### src/logic/ftrm_defs.vh
`ifndef FTRM_DEFS_VH
`define FTRM_DEFS_VH

// ============================================================
// Register offsets
`define FTRM_A_CFG1 8'h00
`define FTRM_A_CFG2 8'h01
`define FTRM_A_STAT1 8'h02
`define FTRM_A_STAT2 8'h03
`define FTRM_A_XRES 8'h06
`define FTRM_A_FTEST 8'h07
`define FTRM_A_TACH 8'h08
`define FTRM_A_LTEMP 8'h0a
`define FTRM_A_RTEMP 8'h0b
`define FTRM_A_LOFS 8'h0d
`define FTRM_A_ROFS 8'h0e
`define FTRM_A_TLIM 8'h10
`define FTRM_A_LHI 8'h14
`define FTRM_A_LLO 8'h15
`define FTRM_A_LOT 8'h16
`define FTRM_A_RHI 8'h18
`define FTRM_A_RLO 8'h19
`define FTRM_A_ROT 8'h1a
`define FTRM_A_FCHAR 8'h20
`define FTRM_A_FSPD 8'h22
`define FTRM_A_FFILT 8'h23
`define FTRM_A_LSPAN 8'h24
`define FTRM_A_RSPAN 8'h25
`define FTRM_A_PART 8'h3d
`define FTRM_A_MAKER 8'h3e
`define FTRM_A_OTREV 8'h3f

// ============================================================
// Reset values
`define FTRM_R_CFG1 8'h90
`define FTRM_R_CFG2 8'h7f
`define FTRM_R_STAT 8'h00
`define FTRM_R_TLIM 8'hff
`define FTRM_R_LHI 8'h3c
`define FTRM_R_LLO 8'h00
`define FTRM_R_LOT 8'h46
`define FTRM_R_RHI 8'h50
`define FTRM_R_RLO 8'h00
`define FTRM_R_ROT 8'h64
`define FTRM_R_FCHAR 8'h5d
`define FTRM_R_FSPD 8'h55
`define FTRM_R_FFILT 8'h55
`define FTRM_R_LSPAN 8'h41
`define FTRM_R_RSPAN 8'h61
`define FTRM_R_ZERO 8'h00
`define FTRM_R_BIT 1'b0

// ============================================================
// Field positions
`define FTRM_B_SWRST 7
`define FTRM_B_OTFAN 7
`define FTRM_B_ALARM 0
`define FTRM_B_FANF 1
`define FTRM_B_RHI 2
`define FTRM_B_RLO 3
`define FTRM_B_ROT 4
`define FTRM_B_LHI 0
`define FTRM_B_LLO 1
`define FTRM_B_LOT 2

`endif

### src/logic/ftrm_regs.v
`include "ftrm_defs.vh"

// Overview of operation
// - Part identity at 0x3D, read-only
// - Maker identity at 0x3E, read-only
// - Revision in low nibble of 0x3F
// - Bit 7 of 0x3F enables overtemp fan drive
// - First configuration resets to 0x90
// - Second configuration resets to 0x7F
// - Both status registers reset to zero
// - Fan characteristics one resets to 0x5D
// - Fan speed config and filter reset 0x55
// - Local start and span resets to 0x41
// - Remote start and span resets to 0x61
// - 0x08 holds latest tach period count
// - Flag slow fan when count exceeds limit
// - 0x0A, 0x0B give temperature upper bits
// - 0x06 read-only extra resolution bits
// - Offset registers at 0x0D and 0x0E
// - Local limits reset 60, 0, 70
// - Remote limits reset 80, 0, 100
// - Config two bit 7 resets, self-clears
module ftrm_regs #(
  parameter [7:0] PART_ID = 8'h5a, // Arbitrary value
  parameter [7:0] MAKER_ID = 8'ha5, // Arbitrary value
  parameter [3:0] REVISION = 4'h1 // Arbitrary value
) (
  // Clock, reset, enable
  input wire sys_clk,
  input wire reset_n,
  input wire clk_en,
  // Register access port from the serial engine
  input wire [7:0] reg_addr,
  input wire reg_wr,
  input wire reg_rd,
  input wire [7:0] reg_wdata,
  output reg [7:0] reg_rdata,
  // Measurement results, same clock domain
  input wire tach_valid,
  input wire [7:0] tach_count,
  input wire temp_valid,
  input wire [7:0] local_temp,
  input wire [7:0] remote_temp,
  input wire [7:0] extra_bits,
  input wire alarm_speed,
  // Configuration and status towards the block
  output reg [7:0] config_one,
  output reg [7:0] config_two,
  output reg [7:0] fan_characteristics_one,
  output reg [7:0] fan_speed_config,
  output reg [7:0] fan_filter,
  output reg [7:0] local_start_and_span,
  output reg [7:0] remote_start_and_span,
  output reg [7:0] local_temp_offset,
  output reg [7:0] remote_temp_offset,
  output reg overtemp_fan_en,
  output reg fan_slow,
  output reg software_device_reset
);

  // ==========================================================
  // Storage
  // Status bits live in the generate block further down
  // Measured values
  reg [7:0] tach_r;
  reg [7:0] ltemp_r;
  reg [7:0] rtemp_r;
  reg [7:0] xres_r;
  // Limits
  reg [7:0] tlim_r;
  reg [7:0] lhi_r;
  reg [7:0] llo_r;
  reg [7:0] lot_r;
  reg [7:0] rhi_r;
  reg [7:0] rlo_r;
  reg [7:0] rot_r;
  // Combinational helpers
  reg [7:0] stat1_set;
  reg [7:0] stat2_set;
  reg [7:0] rd_nxt;
  wire init;
  wire wr;
  wire rd_take;

  // Write strobe for one address
  function wsel;
    input [7:0] a;
    input [7:0] target;
    begin
      wsel = (a == target);
    end
  endfunction

  // Signed compare helpers; limits and readings are two's
  // complement, so an unsigned compare would miss sub-zero
  function above;
    input [7:0] val;
    input [7:0] lim;
    begin
      above = $signed(val) > $signed(lim);
    end
  endfunction

  function below;
    input [7:0] val;
    input [7:0] lim;
    begin
      below = $signed(val) < $signed(lim);
    end
  endfunction

  // Tach counts are unsigned; equal to the limit is still fine
  function slow_count;
    input [7:0] cnt;
    input [7:0] lim;
    begin
      slow_count = cnt > lim;
    end
  endfunction

  // Offsets that take host writes; all others are read-only,
  // reserved or unmapped and keep their contents
  function writable;
    input [7:0] a;
    begin
      case (a)
        `FTRM_A_CFG1: writable = 1'b1;
        `FTRM_A_CFG2: writable = 1'b1;
        `FTRM_A_TACH: writable = 1'b1;
        `FTRM_A_LOFS: writable = 1'b1;
        `FTRM_A_ROFS: writable = 1'b1;
        `FTRM_A_TLIM: writable = 1'b1;
        `FTRM_A_LHI: writable = 1'b1;
        `FTRM_A_LLO: writable = 1'b1;
        `FTRM_A_LOT: writable = 1'b1;
        `FTRM_A_RHI: writable = 1'b1;
        `FTRM_A_RLO: writable = 1'b1;
        `FTRM_A_ROT: writable = 1'b1;
        `FTRM_A_FCHAR: writable = 1'b1;
        `FTRM_A_FSPD: writable = 1'b1;
        `FTRM_A_FFILT: writable = 1'b1;
        `FTRM_A_LSPAN: writable = 1'b1;
        `FTRM_A_RSPAN: writable = 1'b1;
        `FTRM_A_OTREV: writable = 1'b1;
        default: writable = 1'b0;
      endcase
    end
  endfunction

  // ==========================================================
  // Identity and revision, fixed at build time; the host
  // can read but never change them
  localparam [7:0] PART_CODE = PART_ID;
  localparam [7:0] MAKER_CODE = MAKER_ID;
  localparam [7:0] OTREV_RO = {4'h0, REVISION};

  // Hard or soft reset both restore defaults
  assign init = !reset_n || software_device_reset;
  assign wr = reg_wr && clk_en && writable(reg_addr);
  // A read in the soft reset cycle is dropped, as writes are,
  // so read data never shows a half-reset bank
  assign rd_take = clk_en && reg_rd && !software_device_reset;

  // ==========================================================
  // Event sources for the sticky status bits
  always @* begin
    stat1_set = 8'h00;
    stat2_set = 8'h00;
    // Fan side
    stat1_set[`FTRM_B_ALARM] = alarm_speed;
    stat1_set[`FTRM_B_FANF] = tach_valid && slow_count(tach_count,
      tlim_r);
    // Temperature side, judged only on a fresh result
    if (temp_valid) begin
      stat1_set[`FTRM_B_RHI] = above(remote_temp, rhi_r);
      stat1_set[`FTRM_B_RLO] = below(remote_temp, rlo_r);
      stat1_set[`FTRM_B_ROT] = above(remote_temp, rot_r);
      stat2_set[`FTRM_B_LHI] = above(local_temp, lhi_r);
      stat2_set[`FTRM_B_LLO] = below(local_temp, llo_r);
      stat2_set[`FTRM_B_LOT] = above(local_temp, lot_r);
    end
  end

  // ==========================================================
  // Host-writable registers; soft reset bit self-clears
  always @(posedge sys_clk) begin
    if (init) begin
      config_one <= `FTRM_R_CFG1;
      config_two <= `FTRM_R_CFG2;
      fan_characteristics_one <= `FTRM_R_FCHAR;
      fan_speed_config <= `FTRM_R_FSPD;
      fan_filter <= `FTRM_R_FFILT;
      local_start_and_span <= `FTRM_R_LSPAN;
      remote_start_and_span <= `FTRM_R_RSPAN;
      local_temp_offset <= `FTRM_R_ZERO;
      remote_temp_offset <= `FTRM_R_ZERO;
    end else if (clk_en) begin
      if (wr) begin
        // Only writable offsets are listed; others ignore writes
        case (reg_addr)
          // Configuration
          `FTRM_A_CFG1: config_one <= reg_wdata;
          `FTRM_A_CFG2: config_two <= {1'b0, reg_wdata[6:0]};
          // Fan control
          `FTRM_A_FCHAR: fan_characteristics_one <= reg_wdata;
          `FTRM_A_FSPD: fan_speed_config <= reg_wdata;
          `FTRM_A_FFILT: fan_filter <= reg_wdata;
          `FTRM_A_LSPAN: local_start_and_span <= reg_wdata;
          `FTRM_A_RSPAN: remote_start_and_span <= reg_wdata;
          // Offsets
          `FTRM_A_LOFS: local_temp_offset <= reg_wdata;
          `FTRM_A_ROFS: remote_temp_offset <= reg_wdata;
          default: config_one <= config_one;
        endcase
      end
    end
  end

  // ==========================================================
  // Limit registers; kept apart as they feed the comparators
  always @(posedge sys_clk) begin
    if (init) begin
      tlim_r <= `FTRM_R_TLIM;
      lhi_r <= `FTRM_R_LHI;
      llo_r <= `FTRM_R_LLO;
      lot_r <= `FTRM_R_LOT;
      rhi_r <= `FTRM_R_RHI;
      rlo_r <= `FTRM_R_RLO;
      rot_r <= `FTRM_R_ROT;
    end else if (wr) begin
      case (reg_addr)
        `FTRM_A_TLIM: tlim_r <= reg_wdata;
        `FTRM_A_LHI: lhi_r <= reg_wdata;
        `FTRM_A_LLO: llo_r <= reg_wdata;
        `FTRM_A_LOT: lot_r <= reg_wdata;
        `FTRM_A_RHI: rhi_r <= reg_wdata;
        `FTRM_A_RLO: rlo_r <= reg_wdata;
        `FTRM_A_ROT: rot_r <= reg_wdata;
        default: tlim_r <= tlim_r;
      endcase
    end
  end

  // ==========================================================
  // Soft reset pulse; lasts one cycle because init clears it.
  // Any request in that cycle is lost, a host must wait one
  always @(posedge sys_clk) begin
    if (init) begin
      software_device_reset <= `FTRM_R_BIT;
    end else if (clk_en) begin
      software_device_reset <= wr && wsel(reg_addr, `FTRM_A_CFG2)
        && reg_wdata[`FTRM_B_SWRST];
    end
  end

  // ==========================================================
  // Overtemp-to-fan enable, the only stored bit of 0x3F
  always @(posedge sys_clk) begin
    if (init) begin
      overtemp_fan_en <= `FTRM_R_BIT;
    end else if (wr && wsel(reg_addr, `FTRM_A_OTREV)) begin
      overtemp_fan_en <= reg_wdata[`FTRM_B_OTFAN];
    end
  end

  // ==========================================================
  // Measured values; a fresh count beats a host write
  always @(posedge sys_clk) begin
    if (init) begin
      tach_r <= `FTRM_R_ZERO;
      ltemp_r <= `FTRM_R_ZERO;
      rtemp_r <= `FTRM_R_ZERO;
      xres_r <= `FTRM_R_ZERO;
      fan_slow <= 1'b0;
    end else if (clk_en) begin
      if (tach_valid) begin
        tach_r <= tach_count;
        fan_slow <= slow_count(tach_count, tlim_r);
      end else if (wr && wsel(reg_addr, `FTRM_A_TACH)) begin
        tach_r <= reg_wdata;
      end
      // Temperature results move together
      if (temp_valid) begin
        ltemp_r <= local_temp;
        rtemp_r <= remote_temp;
        xres_r <= extra_bits;
      end
    end
  end

  // ==========================================================
  // Sticky status, one flop per bit; a new event beats the
  // clear so an event during the read is never lost
  wire clr_one;
  wire clr_two;
  wire [7:0] status_one_w;
  wire [7:0] status_two_w;
  genvar gi;

  // Clear only on a taken read of that very address
  assign clr_one = rd_take && wsel(reg_addr, `FTRM_A_STAT1);
  assign clr_two = rd_take && wsel(reg_addr, `FTRM_A_STAT2);

  generate
    for (gi = 0; gi < 8; gi = gi + 1) begin : g_sticky
      reg one_r;
      reg two_r;
      always @(posedge sys_clk) begin
        if (init) begin
          one_r <= `FTRM_R_BIT;
          two_r <= `FTRM_R_BIT;
        end else if (clk_en) begin
          one_r <= stat1_set[gi] | (one_r & !clr_one);
          two_r <= stat2_set[gi] | (two_r & !clr_two);
        end
      end
      assign status_one_w[gi] = one_r;
      assign status_two_w[gi] = two_r;
    end
  endgenerate

  // ==========================================================
  // Read mux; unmapped and factory test read as zero
  always @* begin
    case (reg_addr)
      // Configuration and status
      `FTRM_A_CFG1: rd_nxt = config_one;
      `FTRM_A_CFG2: rd_nxt = {software_device_reset, config_two[6:0]};
      `FTRM_A_STAT1: rd_nxt = status_one_w;
      `FTRM_A_STAT2: rd_nxt = status_two_w;
      // Measured values
      `FTRM_A_XRES: rd_nxt = xres_r;
      `FTRM_A_TACH: rd_nxt = tach_r;
      `FTRM_A_LTEMP: rd_nxt = ltemp_r;
      `FTRM_A_RTEMP: rd_nxt = rtemp_r;
      // Offsets and limits
      `FTRM_A_LOFS: rd_nxt = local_temp_offset;
      `FTRM_A_ROFS: rd_nxt = remote_temp_offset;
      `FTRM_A_TLIM: rd_nxt = tlim_r;
      `FTRM_A_LHI: rd_nxt = lhi_r;
      `FTRM_A_LLO: rd_nxt = llo_r;
      `FTRM_A_LOT: rd_nxt = lot_r;
      `FTRM_A_RHI: rd_nxt = rhi_r;
      `FTRM_A_RLO: rd_nxt = rlo_r;
      `FTRM_A_ROT: rd_nxt = rot_r;
      // Fan control
      `FTRM_A_FCHAR: rd_nxt = fan_characteristics_one;
      `FTRM_A_FSPD: rd_nxt = fan_speed_config;
      `FTRM_A_FFILT: rd_nxt = fan_filter;
      `FTRM_A_LSPAN: rd_nxt = local_start_and_span;
      `FTRM_A_RSPAN: rd_nxt = remote_start_and_span;
      // Identity
      `FTRM_A_PART: rd_nxt = PART_CODE;
      `FTRM_A_MAKER: rd_nxt = MAKER_CODE;
      `FTRM_A_OTREV: rd_nxt = OTREV_RO | {overtemp_fan_en, 7'h00};
      default: rd_nxt = `FTRM_R_ZERO;
    endcase
  end

  // Registered read data, one cycle after the strobe; a soft
  // reset leaves the last read value standing
  always @(posedge sys_clk) begin
    if (!reset_n)
      reg_rdata <= `FTRM_R_ZERO;
    else if (rd_take)
      reg_rdata <= rd_nxt;
  end

endmodule // ftrm_regs

### config.mk
export PLATFORM = sky130hd
export DESIGN_NAME = ftrm_regs
export DESIGN_NICKNAME = d
export VERILOG_FILES = /design/src/logic/ftrm_regs.v
export VERILOG_INCLUDE_DIRS = /design/src /design/src/logic
export SDC_FILE = /design/constraint.sdc
export NUM_CORES = 1
export LEC_CHECK = 0
export BUFFER_PORTS_ARGS = -buffer_cell sky130_fd_sc_hd__buf_2
export CAP_MARGIN = 0
export CORE_UTILIZATION = 50
export DETAILED_ROUTE_END_ITERATION = 12
export PLACE_DENSITY = 0.68
export SYNTH_ARGS = -nofsm -noshare
export SYNTH_HDL_FRONTEND = slang
export SYNTH_SLANG_ARGS = --single-unit
### constraint.sdc
create_clock -name sys_clk -period 3.9 [get_ports sys_clk]
set_input_delay 0.585 -clock sys_clk [delete_from_list [all_inputs] [get_ports sys_clk]]
set_output_delay 0.585 -clock sys_clk [all_outputs]
set_load 0.02 [all_outputs]
==> results of run 1 <==
-- placed cells by master (no fill, tap or decap), types with 12 or more instances in the layout --
master     count
a211oi_1      12
a21oi_1      110
a222oi_1      12
a22oi_1       45
and2_1        13
and3_1        16
buf_2        137
buf_4         30
clkbuf_16     17
dfxtp_1      186
ha_1          60
inv_1         62
mux2i_1       23
nand2_1      168
nand3_1      126
nand4_1       17
nor2_1        58
nor3_1        33
o21ai_1       36
-- cell usage after synthesis, drive strengths merged (12+ instances only) --
library cell / number
dfxtp: 186
nand2: 168
nand3: 126
a21oi: 110
clkbuf: 64
inv: 62
ha: 60
nor2: 59
o21ai: 46
a22oi: 45
nor3: 33
buf: 26
mux2i: 23
nand4: 17
and3: 16
and2: 13
a211oi: 12
a222oi: 12
-- path summary, 6_finish.rpt --
kind                            slack (ns)             startpoint  cells past startpoint                  endpoint
worst max-delay path                  1.13            reg_addr[0]                      9  remote_start_and_span[2]
worst min-delay path                  0.37          extra_bits[5]                      3                 xres_r[5]
worst max register to register        1.61  software_device_reset                      4                  rlo_r[0]
worst min register to register        0.46              xres_r[7]                      2                 xres_r[7]
-- critical path, stage by stage --
cell,delay (ns)
buf_2,0.13
ha_1,0.42
a31oi_1,0.13
mux4_2,0.58
nor2_4,0.40
buf_12,0.25
nand2_1,0.30
nand3_1,0.19
o21ai_1,0.07
-- cell type report --
cell class	instances	area (µm²)
Tap cell	234	293
Clock inverter	14	181
Fill cell	1724	7720
Multi-Input combinational cell	851	5200
Sequential cell	186	3720
Inverter	62	233
Clock buffer	17	425
Timing Repair Buffer	168	931
-- per-layer routing --
metal / GRT usage / vias to the layer above / wire length, µm
met3: 0.0944 / 134 / 4030
met1: 0.495 / 4558 / 14700
met2: 0.564 / 617 / 15900
li1: - / 4471 / -
met5: 0 / - / 0
met4: 0.200 / 0 / 1980
-- per-stage QoR --
stage / instances / util
2_1_floorplan: 1189 / -
3_3_place_gp: 1501 / 0.555
3_5_place_dp: 1501 / 0.555
4_1_cts: 1532 / 0.587
5_1_grt: 1532 / 0.587
6_report: 1532 / 0.587
-- logic make-up (layout without fill, tap and decap cells) --
logic type      count (synthesis)  in the layout  synth area share
simple gates                  471            471             0.236
compound gates                291            291             0.199
flops                         186            186             0.391
buf+inv                       152            261            0.0643
fa+ha+maj                      60             60            0.0789
mux                            25             25            0.0278
xor+xnor                        3              3           0.00276
other cells                     1              1          0.000394
-- where the power goes --
group          internal [mW]  switching, mW
sequential              1.92         0.0195
clock                  0.919          0.867
combinational          0.104          0.226
==> qor.yml, run 1 <==
status: "completed"
port_buffers: 137
tightest_slew_ns: 0.774
fin_skew_ns: 0.0113
fmax_mhz: 362
route.detailed.drc: 0
drtAntennaViolNets: 0
drt_wl_total_um: 36700
synth.distinct_cells: 60
fin_crit_ns: 2.77
routabilityCongestion: 0.987
start_util: 0.508
cts.sink_count: 186
cts_max_level: 4
grt_setup_unrepaired: "false"
grt_max_degree: 68
end_kind: "register"
slew_violations: 0
criticalPathCategory: "input port to register"
clock_latency_ns: 0.45
post_cts_resized: 0
hold_violations: 0
synth_nets: 1305
avgSynthCellArea_um2: 8.00
start_kind: "input port"
fin_setup_tns_ns: 0
syn_area_um2: 9510
area_growth_pct: 15.5
synth_area_leaders: "dfxtp_1 39%, ha_1 7.9%, nand3_1 6.6%"
cts_tree: "done"
clockBufferDepth: 2
first_pass_iters: 8
cts-buffers-inserted: 17
grt_pass1_vias: 9003
root_buffer: "clkbuf_16"
synth_cells: 1189
cellPowerDensity_nw_per_um2: 369
hold_ws_ns: 0.372
place_ws_ns: 0.716
die_w_um: 140
core_um2: 18700
synth-warning-count: 0
vias: 9780
finalPower_mw: 4.05
grt_pass1_wl_um: 54700
yosys.area.top_type: "dfxtp_1"
grt_overflow: 0
slew_headroom: 0.484
final.setup.worst_slack_ns: 1.13
drive_above_1_share: 0.160
dr.first_iter.drc_count: 1266
rows: 50
cp_max_fo: 33
placed_area_um2: 10400
track_usage: 0.375
synth_top_area_frac: 0.391
dieArea_um2: 19600
ys_ff_latch: 186
dp_hpwl_um: 26900
worst_ep_arrival_time_ns: 3.09
diodes: 0
hold_buffers: 0
vias_per_cell: 6.38
antenna_found_initial: 0
nets: 1402
synth_edf_count: 0
required_ns: 4.23
seq_area_frac_synth: 0.391
stdcell_area_um2: 11000
synthArstFlopShare: 0
period_share: 0.709
ys.flop_type: "dfxtp_1"
hold_path_class: "input port to register"
cts_setup_buffers: 0
peakVddDrop_uv: 317
p_leak_nw: 4.54
io_pins: 139
finalSetupViolations: 0
wl_per_cell_um: 23.9
drv_cap: 0
die_y_um: 140
cts.reportedPaths.clkPinSlew_ns: 0.08
No activity file was read; power rests on OpenSTA's default activity.
==> run 2: changes to the inputs <==
==> constraint.sdc (replaced) <==
create_clock -name sys_clk -period 2.8 [get_ports sys_clk]
set_input_delay 0.42 -clock sys_clk [delete_from_list [all_inputs] [get_ports sys_clk]]
set_output_delay 0.42 -clock sys_clk [all_outputs]
set_load 0.02 [all_outputs]
==> run 2 against run 1 <==
Clock skew about the same. Count of clock-buffer cells in the layout is 1 higher. Largest power group unchanged. Cell area is 2.2% higher. First-iteration DRC count grew 17%. Routed wire length is 0.17% higher. Critical endpoint is now reg_rdata[7]. Non-clock buffer count grew 25. Global-route usage increased by 0.13 points. Highest routed layer unchanged. Register-to-register slack got worse by 0.76 ns. Sequential cell count did not move.
==> qor.yml, run 2 (same netlist as run 1, synthesis figures left out) <==
post_cts_resized: 0  # unchanged
status: "completed"  # unchanged
peakVddDrop_uv: 427  # was 317 µV
grt_max_degree: 58  # was 68
fin_setup_tns_ns: 0  # unchanged
hold_path_class: "input port to register"  # unchanged
cts.sink_count: 186  # unchanged
clock_latency_ns: 0.45  # about the same
fin_crit_ns: 2.35
startpoint: "reg_addr[0]"  # unchanged
drv_cap: 0  # unchanged
cts_tree: "done"  # unchanged
die_w_um: 140  # unchanged
cp_max_fo: 12  # was 33
path_depth: 11  # was 9
core_um2: 18700  # unchanged
io_pins: 139  # unchanged
route.detailed.drc: 0  # unchanged
slowest_stage: "a2111oi_0"  # was mux4_2
hold_violations: 0  # unchanged
dieArea_um2: 19600  # unchanged
required_ns: 3.12  # was 4.23 ns
start_kind: "input port"  # unchanged
cellPowerDensity_nw_per_um2: 502  # was 369 nW/µm²
worst_ep_arrival_time_ns: 2.67  # was 3.09 ns
regToRegSetupSlack_ns: 0.85  # was 1.61 ns
dp_hpwl_um: 27000  # was 26,900 µm
antenna_found_initial: 0  # unchanged
port_buffers: 137  # unchanged
crit_family: "compound AO/OA/AOI/OAI gates"  # was simple AND/OR/NAND/NOR gates
rows: 50  # unchanged
timing.rr.start: "tlim_r[1]"  # was software_device_reset
root_buffer: "clkbuf_16"  # unchanged
worstReg2RegEnd: "g_sticky[1].one_r"  # was rlo_r[0]
drive_above_1_share: 0.176  # was 0.160
fmax_mhz: 425
finalSetupViolations: 0  # unchanged
die_y_um: 140  # unchanged
vias: 10055  # was 9,780
layout_common_cells: "186 x dfxtp_1, 168 x nand2_1, 137 x buf_2"  # unchanged
clockBufferDepth: 2  # unchanged
track_usage: 0.377  # was 0.375
diodes: 0  # unchanged
nets: 1427  # was 1,402
layout_commonest_cell: "dfxtp_1"  # unchanged
ff2ff_path_depth: 9  # was 4
crit_path_cell_trace: "buf_2 -> inv_1 -> ha_1 -> buf_4 -> and3b_1 -> and2_1 -> a32o_1 -> a221oi_1 -> nand4_1 -> a2111oi_0 -> nor3_1"  # was buf_2 -> ha_1 -> a31oi_1 -> mux4_2 -> nor2_4 -> buf_12 -> nand2_1 -> nand3_1 -> o21ai_1
drtAntennaViolNets: 0  # unchanged
worstHoldEndpoint: "xres_r[6]"  # was xres_r[5]
min_path_cells: 3  # unchanged
hold_buffers: 0  # unchanged
period_share: 0.839
cts.reportedPaths.clkPinSlew_ns: 0.08  # about the same
grt_setup_unrepaired: "false"  # unchanged
routabilityCongestion: 0.996  # was 0.987
grt_overflow: 0  # unchanged
grt_pass1_wl_um: 55000  # was 54,700 µm
end_kind: "register"  # unchanged
fin_util: 0.600  # was 0.587
criticalPathCategory: "input port to register"  # unchanged
start_util: 0.508  # unchanged
cts_setup_buffers: 0  # unchanged
dr.first_iter.drc_count: 1476  # was 1,266
critPathMaxStageDelay_ns: 0.37  # was 0.58 ns
cts-buffers-inserted: 17  # unchanged
vias_per_cell: 6.45  # was 6.38
path_buf_inv: 3  # was 2
finalPower_mw: 5.64  # was 4.05 mW
hp-start: "extra_bits[6]"  # was extra_bits[5]
first_pass_iters: 8  # unchanged
cts_max_level: 4  # unchanged
tightest_slew_ns: 0.725  # was 0.774 ns
wl_per_cell_um: 23.6  # was 23.9 µm
drt_wl_total_um: 36700  # about the same
slew_headroom: 0.517  # was 0.484
slew_violations: 0  # unchanged
grt_pass1_vias: 9161  # was 9,003
p_leak_nw: 4.67  # was 4.54 nW
area_growth_pct: 18.1  # was 15.5%
fin_skew_ns: 0.0111  # was 0.0113 ns
## run 2: power breakdown
group	leakage, nW	switching (mW)	internal (mW)	total (mW)
clock network	0.288	1.25	1.21	2.46
registers	1.51	0.0292	2.67	2.70
logic	2.88	0.319	0.158	0.477
total	4.67	1.60	4.04	5.64
## run 2: layer usage
metal / vias up / track usage / wire [µm]
li1: 4532 / - / -
met1: 4678 / 0.499 / 14600
met2: 709 / 0.571 / 15700
met3: 136 / 0.0841 / 4260
met4: 0 / 0.205 / 2150
met5: - / 0 / 0
## run 2: cell type report
class / instances / area, µm²
tap: 234 / 293
sequential: 186 / 3720
multi-input combinational: 851 / 5200
fill: 1746 / 7470
inverter: 62 / 233
clock inverter: 14 / 174
clock buffer: 18 / 429
timing repair buffer: 193 / 1180
## run 2: worst max path at each step
stage	slack [ns]	endpoint
2_1_floorplan	0.39	remote_temp_offset[2]
3_5_place_dp	0.06	reg_rdata[7]
6_report	0.45	reg_rdata[7]
5_1_grt	0.31	reg_rdata[7]
3_3_place_gp	0.09	reg_rdata[7]
4_1_cts	0.51	reg_rdata[7]
## run 2: worst min-delay path: cells and delay by family
kind,cells,cell delay [ns]
AO/OA/AOI/OAI,1,0.05
buffers and inverters,1,0.09
AND/OR/NAND/NOR,1,0.05
## run 2: stage by stage
stage / cell area, µm² / hold slack (ns) / std cells / setup slack (ns)
floorplan: 9510 / 0.430 / 1189 / 0.389
global placement: 10600 / 0.445 / 1526 / 0.0924
detailed placement: 10600 / 0.444 / 1526 / 0.0599
CTS: 11200 / 0.206 / 1558 / 0.514
global route: 11200 / 0.218 / 1558 / 0.311
finish: 11200 / 0.210 / 1558 / 0.449
